## src/include/fractal_map.svh

```systemverilog
// offsets, field positions, tag codes and counts shared by both ends
`ifndef FRACTAL_MAP_SVH
`define FRACTAL_MAP_SVH

// ****************************************
// tagged parameter word
// ****************************************
`define TAG_LSB 0
`define TAG_MSB 3
`define HALF_LSB 4
`define HALF_MSB 21
`define LEAP_MSB 13
`define TAG_A_MIN_HI 4'h0
`define TAG_A_MIN_LO 4'h1
`define TAG_A_DIFF_HI 4'h2
`define TAG_A_DIFF_LO 4'h3
`define TAG_A_LEAP 4'h4
`define TAG_B_MIN_HI 4'h5
`define TAG_B_MIN_LO 4'h6
`define TAG_B_DIFF_HI 4'h7
`define TAG_B_DIFF_LO 4'h8
`define TAG_B_LEAP 4'h9
`define TAG_C_REAL_HI 4'hA
`define TAG_C_REAL_LO 4'hB
`define TAG_C_IMG_HI 4'hC
`define TAG_C_IMG_LO 4'hD
`define TAG_END 4'hE

// ****************************************
// window and dispatch
// ****************************************
`define HORIZONTAL_PIXEL_COUNT 10'h280
`define VERTICAL_PIXEL_COUNT 10'h1E0
`define UNIT_COUNT 4

// ****************************************
// host register map
// ****************************************
`define REG_VALUE_HI 4'h0
`define REG_VALUE_LO 4'h4
`define REG_COMMAND 4'h8
`define REG_STATUS 4'hC
`define STATUS_BUSY 0
`define STATUS_VALID 1
`define STATUS_DONE 2
`define RESP_OKAY 2'h0
`define RESP_SLVERR 2'h2

// ****************************************
// host command codes
// ****************************************
`define CMD_A_MIN 4'h0
`define CMD_A_DIFF 4'h1
`define CMD_A_LEAP 4'h2
`define CMD_B_MIN 4'h3
`define CMD_B_DIFF 4'h4
`define CMD_B_LEAP 4'h5
`define CMD_C_REAL 4'h6
`define CMD_C_IMG 4'h7
`define CMD_END 4'h8

`endif

```

## src/include/fractal_pkg.sv

```systemverilog
// types shared by both ends of the parameter link
package fractal_pkg;
  typedef logic [35:0] value_t;
  typedef logic [17:0] half_t;
  typedef logic [9:0] leap_t;
  typedef logic [9:0] index_t;
  typedef logic [3:0] tag_t;
  typedef logic [31:0] word_t;
  typedef enum {SEND_IDLE, SEND_HI, SEND_LO} send_state_t;
endpackage

```

## src/include/param_link_if.sv

```systemverilog
// tagged-word link between the host end and the window dispatcher
`timescale 1ns/100ps
interface param_link_if;
  logic word_valid;
  fractal_pkg::word_t word;
  logic gen_valid;
  logic gen_done;

  modport device (
    input word_valid,
    input word,
    output gen_valid,
    output gen_done
  );

  modport host (
    output word_valid,
    output word,
    input gen_valid,
    input gen_done
  );
endinterface

```

## src/rtl/diff_counter.sv

```systemverilog
// differential counter: walks one axis with adds and compares only
`timescale 1ns/100ps
`include "fractal_map.svh"
module diff_counter #(
  parameter fractal_pkg::index_t COUNT = 10'h280
) (
  // clock and reset
  input wire logic mclk,
  input wire logic resetn,
  // control
  input wire logic init,
  input wire logic advance,
  // setup values
  input wire fractal_pkg::value_t start,
  input wire fractal_pkg::value_t step,
  input wire fractal_pkg::leap_t leap,
  // state
  output fractal_pkg::value_t value,
  output fractal_pkg::index_t index,
  output logic at_max
);
  localparam fractal_pkg::index_t LAST = COUNT - 10'h001;

  fractal_pkg::value_t start_q;
  fractal_pkg::value_t step_q;
  fractal_pkg::leap_t leap_q;
  fractal_pkg::leap_t leap_cnt;
  logic leap_due;
  logic wrap;

  assign leap_due = (leap_q != 10'h000) && (leap_cnt == leap_q - 10'h001);
  assign wrap = (index == LAST);

  always_ff @(posedge mclk or negedge resetn) begin
    if (!resetn) begin
      start_q <= 36'h0;
      step_q <= 36'h0;
      leap_q <= 10'h000;
    end else if (init) begin
      start_q <= start;
      step_q <= step;
      leap_q <= leap;
    end
  end

  always_ff @(posedge mclk or negedge resetn) begin
    if (!resetn) begin
      value <= 36'h0;
      index <= 10'h000;
      leap_cnt <= 10'h000;
      at_max <= 1'b0;
    end else if (init) begin
      value <= start;
      index <= 10'h000;
      leap_cnt <= 10'h000;
      at_max <= (LAST == 10'h000);
    end else if (advance) begin
      if (wrap) begin
        value <= start_q;
        index <= 10'h000;
        leap_cnt <= 10'h000;
        at_max <= (LAST == 10'h000);
      end else begin
        value <= value + step_q + {35'h0, leap_due};
        index <= index + 10'h001;
        leap_cnt <= leap_due ? 10'h000 : leap_cnt + 10'h001;
        at_max <= (index + 10'h001 == LAST);
      end
    end
  end
endmodule

```

## src/rtl/window_dispatch.sv

```systemverilog
// window generator and dispatcher: device end of the parameter link
//
// Overview of operation
// - each host word is 32 bits, low nibble tags
// - 36-bit values travel as two 18-bit halves
// - real step lower half uses tag 0011
// - store starts, steps (36 bits), leaps (10 bits)
// - store Julia constant real and imaginary parts
// - axis value built by adding step per index
// - add extra one every leap-interval steps
// - host computes step and leap from span
// - two differential counters, real and imaginary
// - counter loads start, step, leap on reset
// - counter adds step each advance cycle
// - counter flags when final index reached
// - rows advance when column counter wraps
// - valid asserted with the host-issued reset
// - next tuple presented cycle after advance
// - after last pixel flag exhausted, stop
// - current tuple driven to every unit
// - strobe ready unit while data valid
// - advance generator with the load strobe
// - only one unit loaded per tuple
// - window is 640 by 480 pixels
`timescale 1ns/100ps
`include "fractal_map.svh"
module window_dispatch (
  // clock and reset
  input wire logic mclk,
  input wire logic resetn,
  // parameter link
  param_link_if.device link,
  // tuple to the escape iteration units
  output fractal_pkg::index_t tuple_x,
  output fractal_pkg::index_t tuple_y,
  output fractal_pkg::value_t tuple_a,
  output fractal_pkg::value_t tuple_b,
  // Julia constant to the escape iteration units
  output fractal_pkg::value_t julia_real,
  output fractal_pkg::value_t julia_img,
  // escape iteration unit handshake
  input wire logic [`UNIT_COUNT-1:0] unit_ready,
  output logic [`UNIT_COUNT-1:0] unit_load
);

  // ****************************************
  // helpers
  // ****************************************
  function automatic logic [`UNIT_COUNT-1:0] lowest_one(input logic [`UNIT_COUNT-1:0] req);
    logic [`UNIT_COUNT-1:0] pick;
    logic found;
    pick = '0;
    found = 1'b0;
    for (int i = 0; i < `UNIT_COUNT; i++) begin
      if (req[i] && !found) begin
        pick[i] = 1'b1;
        found = 1'b1;
      end
    end
    return pick;
  endfunction

  function automatic fractal_pkg::value_t join_halves(input fractal_pkg::half_t hi,
                                                       input fractal_pkg::half_t lo);
    return {hi, lo};
  endfunction

  // ****************************************
  // declarations
  // ****************************************
  fractal_pkg::half_t shadow [0:15];
  fractal_pkg::tag_t word_tag;
  fractal_pkg::half_t word_half;
  logic restart;
  fractal_pkg::value_t a_start;
  fractal_pkg::value_t a_step;
  fractal_pkg::leap_t a_leap;
  fractal_pkg::value_t b_start;
  fractal_pkg::value_t b_step;
  fractal_pkg::leap_t b_leap;
  fractal_pkg::value_t a_value;
  fractal_pkg::value_t b_value;
  fractal_pkg::index_t col_index;
  fractal_pkg::index_t row_index;
  logic col_max;
  logic row_max;
  logic valid;
  logic done;
  logic [`UNIT_COUNT-1:0] eligible;
  logic [`UNIT_COUNT-1:0] grant;
  logic advance;
  logic row_advance;

  // ****************************************
  // tagged word capture
  // ****************************************
  assign word_tag = link.word[`TAG_MSB:`TAG_LSB];
  assign word_half = link.word[`HALF_MSB:`HALF_LSB];
  assign restart = link.word_valid && (word_tag == `TAG_END);

  // halves are kept by tag; an end word writes nothing here
  always_ff @(posedge mclk or negedge resetn) begin
    if (!resetn) begin
      for (int i = 0; i < 16; i++) begin
        shadow[i] <= 18'h0;
      end
    end else if (link.word_valid && !restart) begin
      shadow[word_tag] <= word_half;
    end
  end

  // ****************************************
  // parameter assembly
  // ****************************************
  assign a_start = join_halves(shadow[`TAG_A_MIN_HI], shadow[`TAG_A_MIN_LO]);
  assign a_step = join_halves(shadow[`TAG_A_DIFF_HI], shadow[`TAG_A_DIFF_LO]);
  assign a_leap = shadow[`TAG_A_LEAP][9:0];
  assign b_start = join_halves(shadow[`TAG_B_MIN_HI], shadow[`TAG_B_MIN_LO]);
  assign b_step = join_halves(shadow[`TAG_B_DIFF_HI], shadow[`TAG_B_DIFF_LO]);
  assign b_leap = shadow[`TAG_B_LEAP][9:0];

  // the constant changes only on an end word, never mid-window
  always_ff @(posedge mclk or negedge resetn) begin
    if (!resetn) begin
      julia_real <= 36'h0;
      julia_img <= 36'h0;
    end else if (restart) begin
      julia_real <= join_halves(shadow[`TAG_C_REAL_HI], shadow[`TAG_C_REAL_LO]);
      julia_img <= join_halves(shadow[`TAG_C_IMG_HI], shadow[`TAG_C_IMG_LO]);
    end
  end

  // ****************************************
  // coordinate counters
  // ****************************************
  assign row_advance = advance && col_max;

  diff_counter #(
    .COUNT(`HORIZONTAL_PIXEL_COUNT)
  ) col_counter (
    .mclk(mclk),
    .resetn(resetn),
    .init(restart),
    .advance(advance),
    .start(a_start),
    .step(a_step),
    .leap(a_leap),
    .value(a_value),
    .index(col_index),
    .at_max(col_max)
  );

  diff_counter #(
    .COUNT(`VERTICAL_PIXEL_COUNT)
  ) row_counter (
    .mclk(mclk),
    .resetn(resetn),
    .init(restart),
    .advance(row_advance),
    .start(b_start),
    .step(b_step),
    .leap(b_leap),
    .value(b_value),
    .index(row_index),
    .at_max(row_max)
  );

  // ****************************************
  // generator flags
  // ****************************************
  always_ff @(posedge mclk or negedge resetn) begin
    if (!resetn) begin
      valid <= 1'b0;
      done <= 1'b0;
    end else if (restart) begin
      valid <= 1'b1;
      done <= 1'b0;
    end else if (advance && col_max && row_max) begin
      valid <= 1'b0;
      done <= 1'b1;
    end
  end

  assign link.gen_valid = valid;
  assign link.gen_done = done;

  // ****************************************
  // dispatch
  // ****************************************
  // a unit strobed last cycle still shows ready until it sees the strobe
  assign eligible = unit_ready & ~unit_load;
  assign grant = valid ? lowest_one(eligible) : '0;
  assign advance = |grant;

  // the registered tuple lines up with the strobe one edge later
  always_ff @(posedge mclk or negedge resetn) begin
    if (!resetn) begin
      tuple_x <= 10'h000;
      tuple_y <= 10'h000;
      tuple_a <= 36'h0;
      tuple_b <= 36'h0;
    end else begin
      tuple_x <= col_index;
      tuple_y <= row_index;
      tuple_a <= a_value;
      tuple_b <= b_value;
    end
  end

  generate
    for (genvar u = 0; u < `UNIT_COUNT; u++) begin : g_load
      always_ff @(posedge mclk or negedge resetn) begin
        if (!resetn) begin
          unit_load[u] <= 1'b0;
        end else begin
          unit_load[u] <= grant[u];
        end
      end
    end
  endgenerate

endmodule

```

## src/flat_wrapper.sv

```systemverilog
// flat-port wrapper written by rule: the top's interface ports become plain ports
module window_dispatch_flat 
  (mclk, resetn, tuple_x, tuple_y, tuple_a, tuple_b, julia_real, julia_img, unit_ready, unit_load, link_word_valid, link_word, link_gen_valid, link_gen_done);
  param_link_if link_i ();
  input wire logic mclk;
  input wire logic resetn;
  output fractal_pkg::index_t tuple_x;
  output fractal_pkg::index_t tuple_y;
  output fractal_pkg::value_t tuple_a;
  output fractal_pkg::value_t tuple_b;
  output fractal_pkg::value_t julia_real;
  output fractal_pkg::value_t julia_img;
  input wire logic [`UNIT_COUNT-1:0] unit_ready;
  output logic [`UNIT_COUNT-1:0] unit_load;
  input wire logic [$bits(link_i.word_valid)-1:0] link_word_valid;
  input wire logic [$bits(link_i.word)-1:0] link_word;
  output wire logic [$bits(link_i.gen_valid)-1:0] link_gen_valid;
  output wire logic [$bits(link_i.gen_done)-1:0] link_gen_done;
  assign link_i.word_valid = link_word_valid;
  assign link_i.word = link_word;
  assign link_gen_valid = link_i.gen_valid;
  assign link_gen_done = link_i.gen_done;
  window_dispatch u_core (.mclk(mclk), .resetn(resetn), .link(link_i), .tuple_x(tuple_x), .tuple_y(tuple_y), .tuple_a(tuple_a), .tuple_b(tuple_b), .julia_real(julia_real), .julia_img(julia_img), .unit_ready(unit_ready), .unit_load(unit_load));
endmodule
```

## config.mk

```make
export PLATFORM = sky130hd
export DESIGN_NAME = window_dispatch_flat
export DESIGN_NICKNAME = d
export VERILOG_FILES = /design/src/include/fractal_pkg.sv /design/src/include/param_link_if.sv /design/src/rtl/diff_counter.sv /design/src/rtl/window_dispatch.sv /design/src/flat_wrapper.sv
export VERILOG_INCLUDE_DIRS = /design/src /design/src/include
export SDC_FILE = /design/constraint.sdc
export NUM_CORES = 1
export LEC_CHECK = 0
export BUFFER_PORTS_ARGS = -buffer_cell sky130_fd_sc_hd__buf_2
export CAP_MARGIN = 10
export CELL_PAD_IN_SITES_DETAIL_PLACEMENT = 0
export CELL_PAD_IN_SITES_GLOBAL_PLACEMENT = 1
export CORE_ASPECT_RATIO = 1.2
export CORE_MARGIN = 3
export CORE_UTILIZATION = 52
export DETAILED_ROUTE_END_ITERATION = 12
export PLACE_DENSITY = 0.86
export SLEW_MARGIN = 20
export SYNTH_ARGS = -nofsm -noshare
export SYNTH_HDL_FRONTEND = slang
export SYNTH_SLANG_ARGS = --single-unit
```

## constraint.sdc

```tcl
create_clock -name mclk -period 11 [get_ports mclk]
set_clock_uncertainty 0.1 [all_clocks]
set_input_delay 2.2 -clock mclk [delete_from_list [all_inputs] [get_ports mclk]]
set_output_delay 2.2 -clock mclk [all_outputs]
set_load 0.03 [all_outputs]
```

==> impl_metrics.ini, run 1 <==
[run_status]
status = completed

[logic_synthesis]
synth_flop_cell = dfrtp_1
synth-seq-cells = 684
synth_top_cell_area_share_pct = 56.8
synth_area_leader_cell = dfrtp_1
async_flop_share_pct = 100
yosys.cell_types.count = 79
yosys_warnings = 0
syn_inst = 2880
synth-seq-area-share_pct = 56.8
synth_top_family_by_area = simple AND/OR/NAND/NOR gates
synth-compound-area-share_pct = 9.67
synth_area_per_cell_um2 = 10.5
synthAdderAreaFrac_pct = 3.42
synth_area_um2 = 30100
yosys-top-cells-area = dfrtp_1 57%, nand2_1 10%, mux2_2 8.9%, ha_1 3.2%, a21oi_1 1.8%
synthXorXnorAreaFrac_pct = 2.91
synthMuxAreaShare_pct = 9.06
synth_edf_count = 0
synth_nets = 2999
yosys.area_share.simple_pct = 15.7

[routing]
wirelength_um = 75200
drtIter0Drc = 1392
via_per_inst = 5.66
drc = 0
wl_per_cell_um = 19.7
ant_nets = 0
dr.pass1.iters = 5
routed-via-count = 21500

[clocking]
clk_latency_ps = 610
post_cts_buffers = 0
cts_buffers = 70
htreeDepth = 3
cts-resized-gates = 0
max-clock-path-buffers = 3
ctsHoldBuffers = 0
cts_tree = done
path_clk_slew_ps = 60
clkSinkCount = 684
root_buffer = clkbuf_16

[sta]
clock.fmax_ghz = 0.173
setup_viol = 0
period_share_pct = 52.4
slew_headroom_pct = 28.0
finalHoldViolations = 0
setup_tns_ps = 0
grt_setup_unrepaired = no
worst_pin_slew_ps = 1080
layout_min_cycle_time_ps = 5760
slew_violations = 0
whs_ps = 307

[global_route]
grt_max_degree = 175
grt_pass1_wl_um = 121000
grt_use_total_pct = 24.9
grt_pass1_vias = 22000
antenna_found_initial = 10
grt_overflow = 0

[final_layout]
num-nets-final = 3132
layout-drive-gt1-share_pct = 19.5
fin_cells = 3806
syn2layout_area_growth_pct = 13.2
fill_cells = 4726

[critical_path]
reg2regPathDepth = 20
critPathMaxFanout = 7
crit_type = reg2reg
reg2reg_from = u_core.row_counter.leap_q[2]$_DFFE_PN0P_
r2r_slack_ps = 5240
arrival_ps = 6140
regToRegEndpoint = u_core.row_counter.value[34]$_DFFE_PN0P_
start_kind = register
critPathCaptureType = register
cp_data_required_time_ps = 11380

[job]
drv_cap = 0

[floorplanning]
boundaryPins = 209
die-area_um2 = 60900
die_w_um = 226
initial_utilization_pct = 52.6
core_area_um2 = 57300
die-height_um = 270
rows = 96

[hold_path]
holdCritStartpoint = u_core.col_counter.value[24]$_DFFE_PN0P_
hold_path_class = reg2reg
hold_depth = 0
hold_end = u_core.tuple_a[24]$_DFF_PN0_

[placed_design]
dp_hpwl_um = 46100
place_inst = 3676
port_buffers = 198
globalplace.congestion = 0.853

[pwr]
p_per_area_nw_per_um2 = 246
peakVddDrop_uv = 144
leakagePower_nw = 17.1
==> kinds of logic (layout without fill, tap and decap cells) <==
| logic type | Yosys count | in the layout |
|---|---|---|
| AO/OA/AOI/OAI | 460 | 460 |
| XOR/XNOR | 100 | 100 |
| adder cells (fa/ha/maj) | 80 | 80 |
| buffers and inverters | 191 | 378 |
| flip-flops | 684 | 684 |
| multiplexers | 243 | 243 |
| other | 0 | 4 |
| AND/OR/NAND/NOR | 1122 | 1122 |
==> stage by stage <==
stage / setup slack, ps / total power (W) / cell area (um^2) / util [%]
after floorplan: 5960 / 0.00523 / 30100 / -
after global placement: 5240 / 0.00585 / 31700 / 55.3
after detailed placement: 5190 / 0.00595 / 31700 / 55.3
after CTS: 5230 / 0.00846 / 34100 / 59.5
after global routing: 4910 / 0.00887 / 34100 / 59.6
final: 5240 / 0.00840 / 34100 / 59.6
==> registers in the layout, indices dropped and copies added (netlist names), 36 cells and up <==
name / count
u_core.a_start: 36
u_core.a_step: 36
u_core.b_start: 36
u_core.b_step: 36
u_core.col_counter.start_q: 36
u_core.col_counter.step_q: 36
u_core.col_counter.value: 36
u_core.julia_img: 36
u_core.julia_real: 36
u_core.row_counter.start_q: 36
u_core.row_counter.step_q: 36
u_core.row_counter.value: 36
u_core.shadow: 72
u_core.tuple_a: 36
u_core.tuple_b: 36
==> routing by layer <==
layer  up-vias  GRT usage (%)  share of wire, %
li1      10100              -                 -
met1     10900           32.9                43
met2       486           41.9                49
met3       111           4.36               5.3
met4         6           8.16               2.7
met5         -              0             0.045
==> synthesized netlist by cell type, drive strengths merged, types with 6 or more instances <==
library cell and n:
xor2 47, nor2 90, a21o 58, xnor2 53, nor3 31, a21oi 110
o211ai 25, clkbuf 143, nor4 6, dfrtp 684, o21a 9, ha 76
nor2b 16, o21ai 152, and3 54, and2 7, o31ai 12, o221ai 29
a221oi 6, a31oi 13, nand4 18, buf 18, nand2 816, inv 30
nand2b 24, a211oi 8, mux2 238, nand3 31
==> layout by cell type, fill, tap and decap left out, types with 58 or more instances in the layout <==
cell type  instances
nand2_1          816
buf_2            197
ha_1              76
o21ai_0          108
dfrtp_1          684
mux2_2           238
a21oi_1          110
nor2_1            87
a21o_1            58
clkbuf_16         70
==> worst max-delay path by stage <==
stage / from / endpoint / slack (ps) / cells after the start
3_3_place_gp: link_word[0] / u_core.row_counter.value[34]$_DFFE_PN0P_ / 5240 / 7
5_1_grt: u_core.row_counter.leap_q[2]$_DFFE_PN0P_ / u_core.row_counter.value[34]$_DFFE_PN0P_ / 4910 / 20
2_1_floorplan: u_core.row_counter.leap_q[2]$_DFFE_PN0P_ / u_core.row_counter.value[34]$_DFFE_PN0P_ / 5960 / 20
3_5_place_dp: link_word[0] / u_core.row_counter.index[8]$_DFFE_PN0P_ / 5190 / 8
6_report: u_core.row_counter.leap_q[2]$_DFFE_PN0P_ / u_core.row_counter.value[34]$_DFFE_PN0P_ / 5240 / 20
4_1_cts: u_core.row_counter.leap_q[2]$_DFFE_PN0P_ / u_core.row_counter.value[34]$_DFFE_PN0P_ / 5230 / 20
==> cell type report <==
class | instances | area [um^2] | share of cell area [%]
multi-input combinational | 2005 | 12300 | 36.1
inverter | 30 | 113 | 0.330
clock inverter | 31 | 432 | 1.26
clock buffer | 95 | 1990 | 5.82
tap | 735 | 920 | 2.69
sequential | 684 | 17100 | 50.1
antenna | 4 | 10.0 | 0.0293
timing repair buffer | 222 | 1230 | 3.61
==> power by group <==
part / switching [W] / internal (W) / leakage [nW]
registers: 0.000413 / 0.00314 / 8.69
clock network: 0.00101 / 0.00147 / 1.19
logic: 0.00142 / 0.000938 / 7.23
total: 0.00285 / 0.00555 / 17.1
==> critical path, stage by stage (launching register included) <==
cell	delay [ps]
dfrtp_1	460
or3_1	440
or4_4	460
nor4_2	200
xnor2_1	160
nand4_1	180
nor4b_4	340
fa_1	330
inv_1	80
fa_1	390
and2b_1	230
o21a_1	150
o21ai_2	80
a211oi_2	250
a21oi_1	170
o21a_1	250
o31a_1	410
o31ai_4	270
a221oi_2	100
and4b_1	190
or4_1	380
(Power assumes the default switching activity.)
==> run 2, diff against run 1 <==
--- a/config.mk
+++ b/config.mk
@@ -12,9 +12,9 @@
 export CELL_PAD_IN_SITES_GLOBAL_PLACEMENT = 1
 export CORE_ASPECT_RATIO = 1.2
 export CORE_MARGIN = 3
-export CORE_UTILIZATION = 52
+export CORE_UTILIZATION = 48
 export DETAILED_ROUTE_END_ITERATION = 12
-export PLACE_DENSITY = 0.86
+export PLACE_DENSITY = 0.81
 export SLEW_MARGIN = 20
 export SYNTH_ARGS = -nofsm -noshare
 export SYNTH_HDL_FRONTEND = slang
==> constraint.sdc (replaced) <==
create_clock -name mclk -period 5.78 [get_ports mclk]
set_clock_uncertainty 0.1 [all_clocks]
set_input_delay 1.156 -clock mclk [delete_from_list [all_inputs] [get_ports mclk]]
set_output_delay 1.156 -clock mclk [all_outputs]
set_load 0.03 [all_outputs]
==> impl_metrics.ini, run 2 (same netlist as run 1, synthesis figures left out) <==
[critical_path]
critPathCaptureType = register
cp_data_required_time_ps = 6150
critPathBufInv = 2
start_kind = register
crit_type = reg2reg
cp_cell_sequence = or3_4 -> or4_4 -> nor4_4 -> xnor2_1 -> nand4_1 -> nor4b_4 -> buf_4 -> fa_2 -> inv_2 -> fa_2 -> and2b_1 -> o21a_1 -> o21ai_2 -> a211oi_2 -> a21oi_2 -> o21a_2 -> o31a_1 -> o31ai_4 -> a221oi_2 -> and4b_1 -> or4_1
critPathMaxFanout = 4
cp_top_family = simple AND/OR/NAND/NOR gates
critical-path-max-stage-delay_ps = 470
crit_path_frequent_cell = fa_2
arrival_ps = 5970
slowest_stage = or4_4

[clocking]
htreeDepth = 3
cts_tree = done
clkSinkCount = 684
clk_latency_ps = 600
ctsHoldBuffers = 0
root_buffer = clkbuf_16
max-clock-path-buffers = 3
cts_buffers = 70
path_clk_slew_ps = 60

[routing]
wl_met1_um = 33100
dr.pass1.iters = 5
dr.max_layer_used = met5
drc = 0
drtIter0Drc = 1394
via_per_inst = 5.57
wl_per_cell_um = 19.7
wirelength_um = 77000
wl_met3_um = 4610
ant_nets = 0
routed-via-count = 21700
routed-wl-met2_um = 37200

[sta]
grt_setup_unrepaired = yes
period_share_pct = 96.8
slew_headroom_pct = 25.2
layout_min_cycle_time_ps = 5600
slew_violations = 0
finalHoldViolations = 0
worst_pin_slew_ps = 1110
setup_tns_ps = 0
clock.fmax_ghz = 0.179
setup_viol = 0

[floorplanning]
initial_utilization_pct = 48.6
die-area_um2 = 65900
core_area_um2 = 62100
rows = 100
die-height_um = 281
boundaryPins = 209
die_w_um = 235

[global_route]
grt_pass1_vias = 22000
grt_max_degree = 156
antenna_found_initial = 11
grt_use_total_pct = 23.4
grt_overflow = 0
grt_pass1_wl_um = 123000

[placed_design]
place_inst = 3766
dp_hpwl_um = 48000
port_buffers = 198
globalplace.congestion = 0.908

[final_layout]
fin_cells = 3902
syn2layout_area_growth_pct = 14.1
largest_reg_flops = 72
top_register = u_core.shadow
num-nets-final = 3148
mostFrequentLayoutCells = 816 x nand2_1, 683 x dfrtp_1, 238 x mux2_2
final_common_cell = nand2_1
layout-drive-gt1-share_pct = 20.2

[pwr]
p_per_area_nw_per_um2 = 465
leakagePower_nw = 17.2
power_switching_w = 0.00539
peakVddDrop_uv = 279
power.clock.fraction_pct = 29.5
intPower_w = 0.0106
p_comb_share_pct = 28.3
swShare_pct = 33.6
pwr-share-seq_pct = 42.2

[job]
drv_cap = 0

[hold_path]
hold_path_class = reg2reg

[run_status]
status = completed
-- run 2: path summary, 6_finish.rpt --
kind	cells past startpoint	slack [ps]	end	start
max in group asynchronous	2	3830	u_core.julia_real[27]$_DFFE_PN0P_	resetn
setup / recovery	21	180	u_core.row_counter.value[34]$_DFFE_PN0P_	u_core.row_counter.leap_q[3]$_DFFE_PN0P_
hold reg to reg	0	320	u_core.tuple_b[19]$_DFF_PN0_	u_core.row_counter.value[19]$_DFFE_PN0P_
hold / removal	0	320	u_core.tuple_b[19]$_DFF_PN0_	u_core.row_counter.value[19]$_DFFE_PN0P_
min in group asynchronous	1	430	u_core.tuple_x[2]$_DFF_PN0_	resetn
setup reg to reg	21	180	u_core.row_counter.value[34]$_DFFE_PN0P_	u_core.row_counter.leap_q[3]$_DFFE_PN0P_
-- run 2: layout make-up --
| cell class | count | area, um^2 |
|---|---|---|
| Antenna cell | 4 | 10.0 |
| Clock buffer | 96 | 2040 |
| Clock inverter | 29 | 379 |
| Fill cell | 5396 | 27600 |
| Inverter | 30 | 113 |
| Multi-Input combinational cell | 2005 | 12400 |
| Sequential cell | 684 | 17100 |
| Tap cell | 816 | 1020 |
| Timing Repair Buffer | 238 | 1380 |
-- run 2: stage by stage --
step	power (W)	cell area [um^2]	util (%)	worst slack (ps)	hold WS, ps
CTS	0.0161	34300	55.3	52.4	320
finish	0.0160	34400	55.4	185	317
global placement	0.0112	31900	51.4	254	309
detailed placement	0.0113	31900	51.4	90.9	306
global route	0.0170	34400	55.4	-70.4	330
floorplan	0.00995	30100	-	742	252
-- run 2: power groups by stage --
stage | combinational (W) | clock, W | sequential (W)
4_1_cts | 0.00453 | 0.00485 | 0.00676
3_5_place_dp | 0.00451 | 0 | 0.00682
5_1_grt | 0.00503 | 0.00503 | 0.00690
2_1_floorplan | 0.00274 | 0 | 0.00721
3_3_place_gp | 0.00439 | 0 | 0.00679
6_report | 0.00453 | 0.00473 | 0.00676
-- run 2: routing by layer --
layer,global-route usage [%],vias up
met5,0,-
met4,7.43,4
met3,4.59,130
met2,39.9,557
met1,30.3,11000
li1,-,10100
-- run 2: what timing repair did --
item,CTS,global route
gates resized for setup,0,9
endpoints found under the setup margin,0,2
buffers inserted,0,7
-- run 2: worst register-to-register path, cell delays in order (launching register included) --
cell	delay, ps
dfrtp_2	410
or3_4	380
or4_4	470
nor4_4	170
xnor2_1	150
nand4_1	160
nor4b_4	290
buf_4	170
fa_2	260
inv_2	50
fa_2	330
and2b_1	220
o21a_1	160
o21ai_2	90
a211oi_2	320
a21oi_2	120
o21a_2	270
o31a_1	310
o31ai_4	340
a221oi_2	120
and4b_1	190
or4_1	390
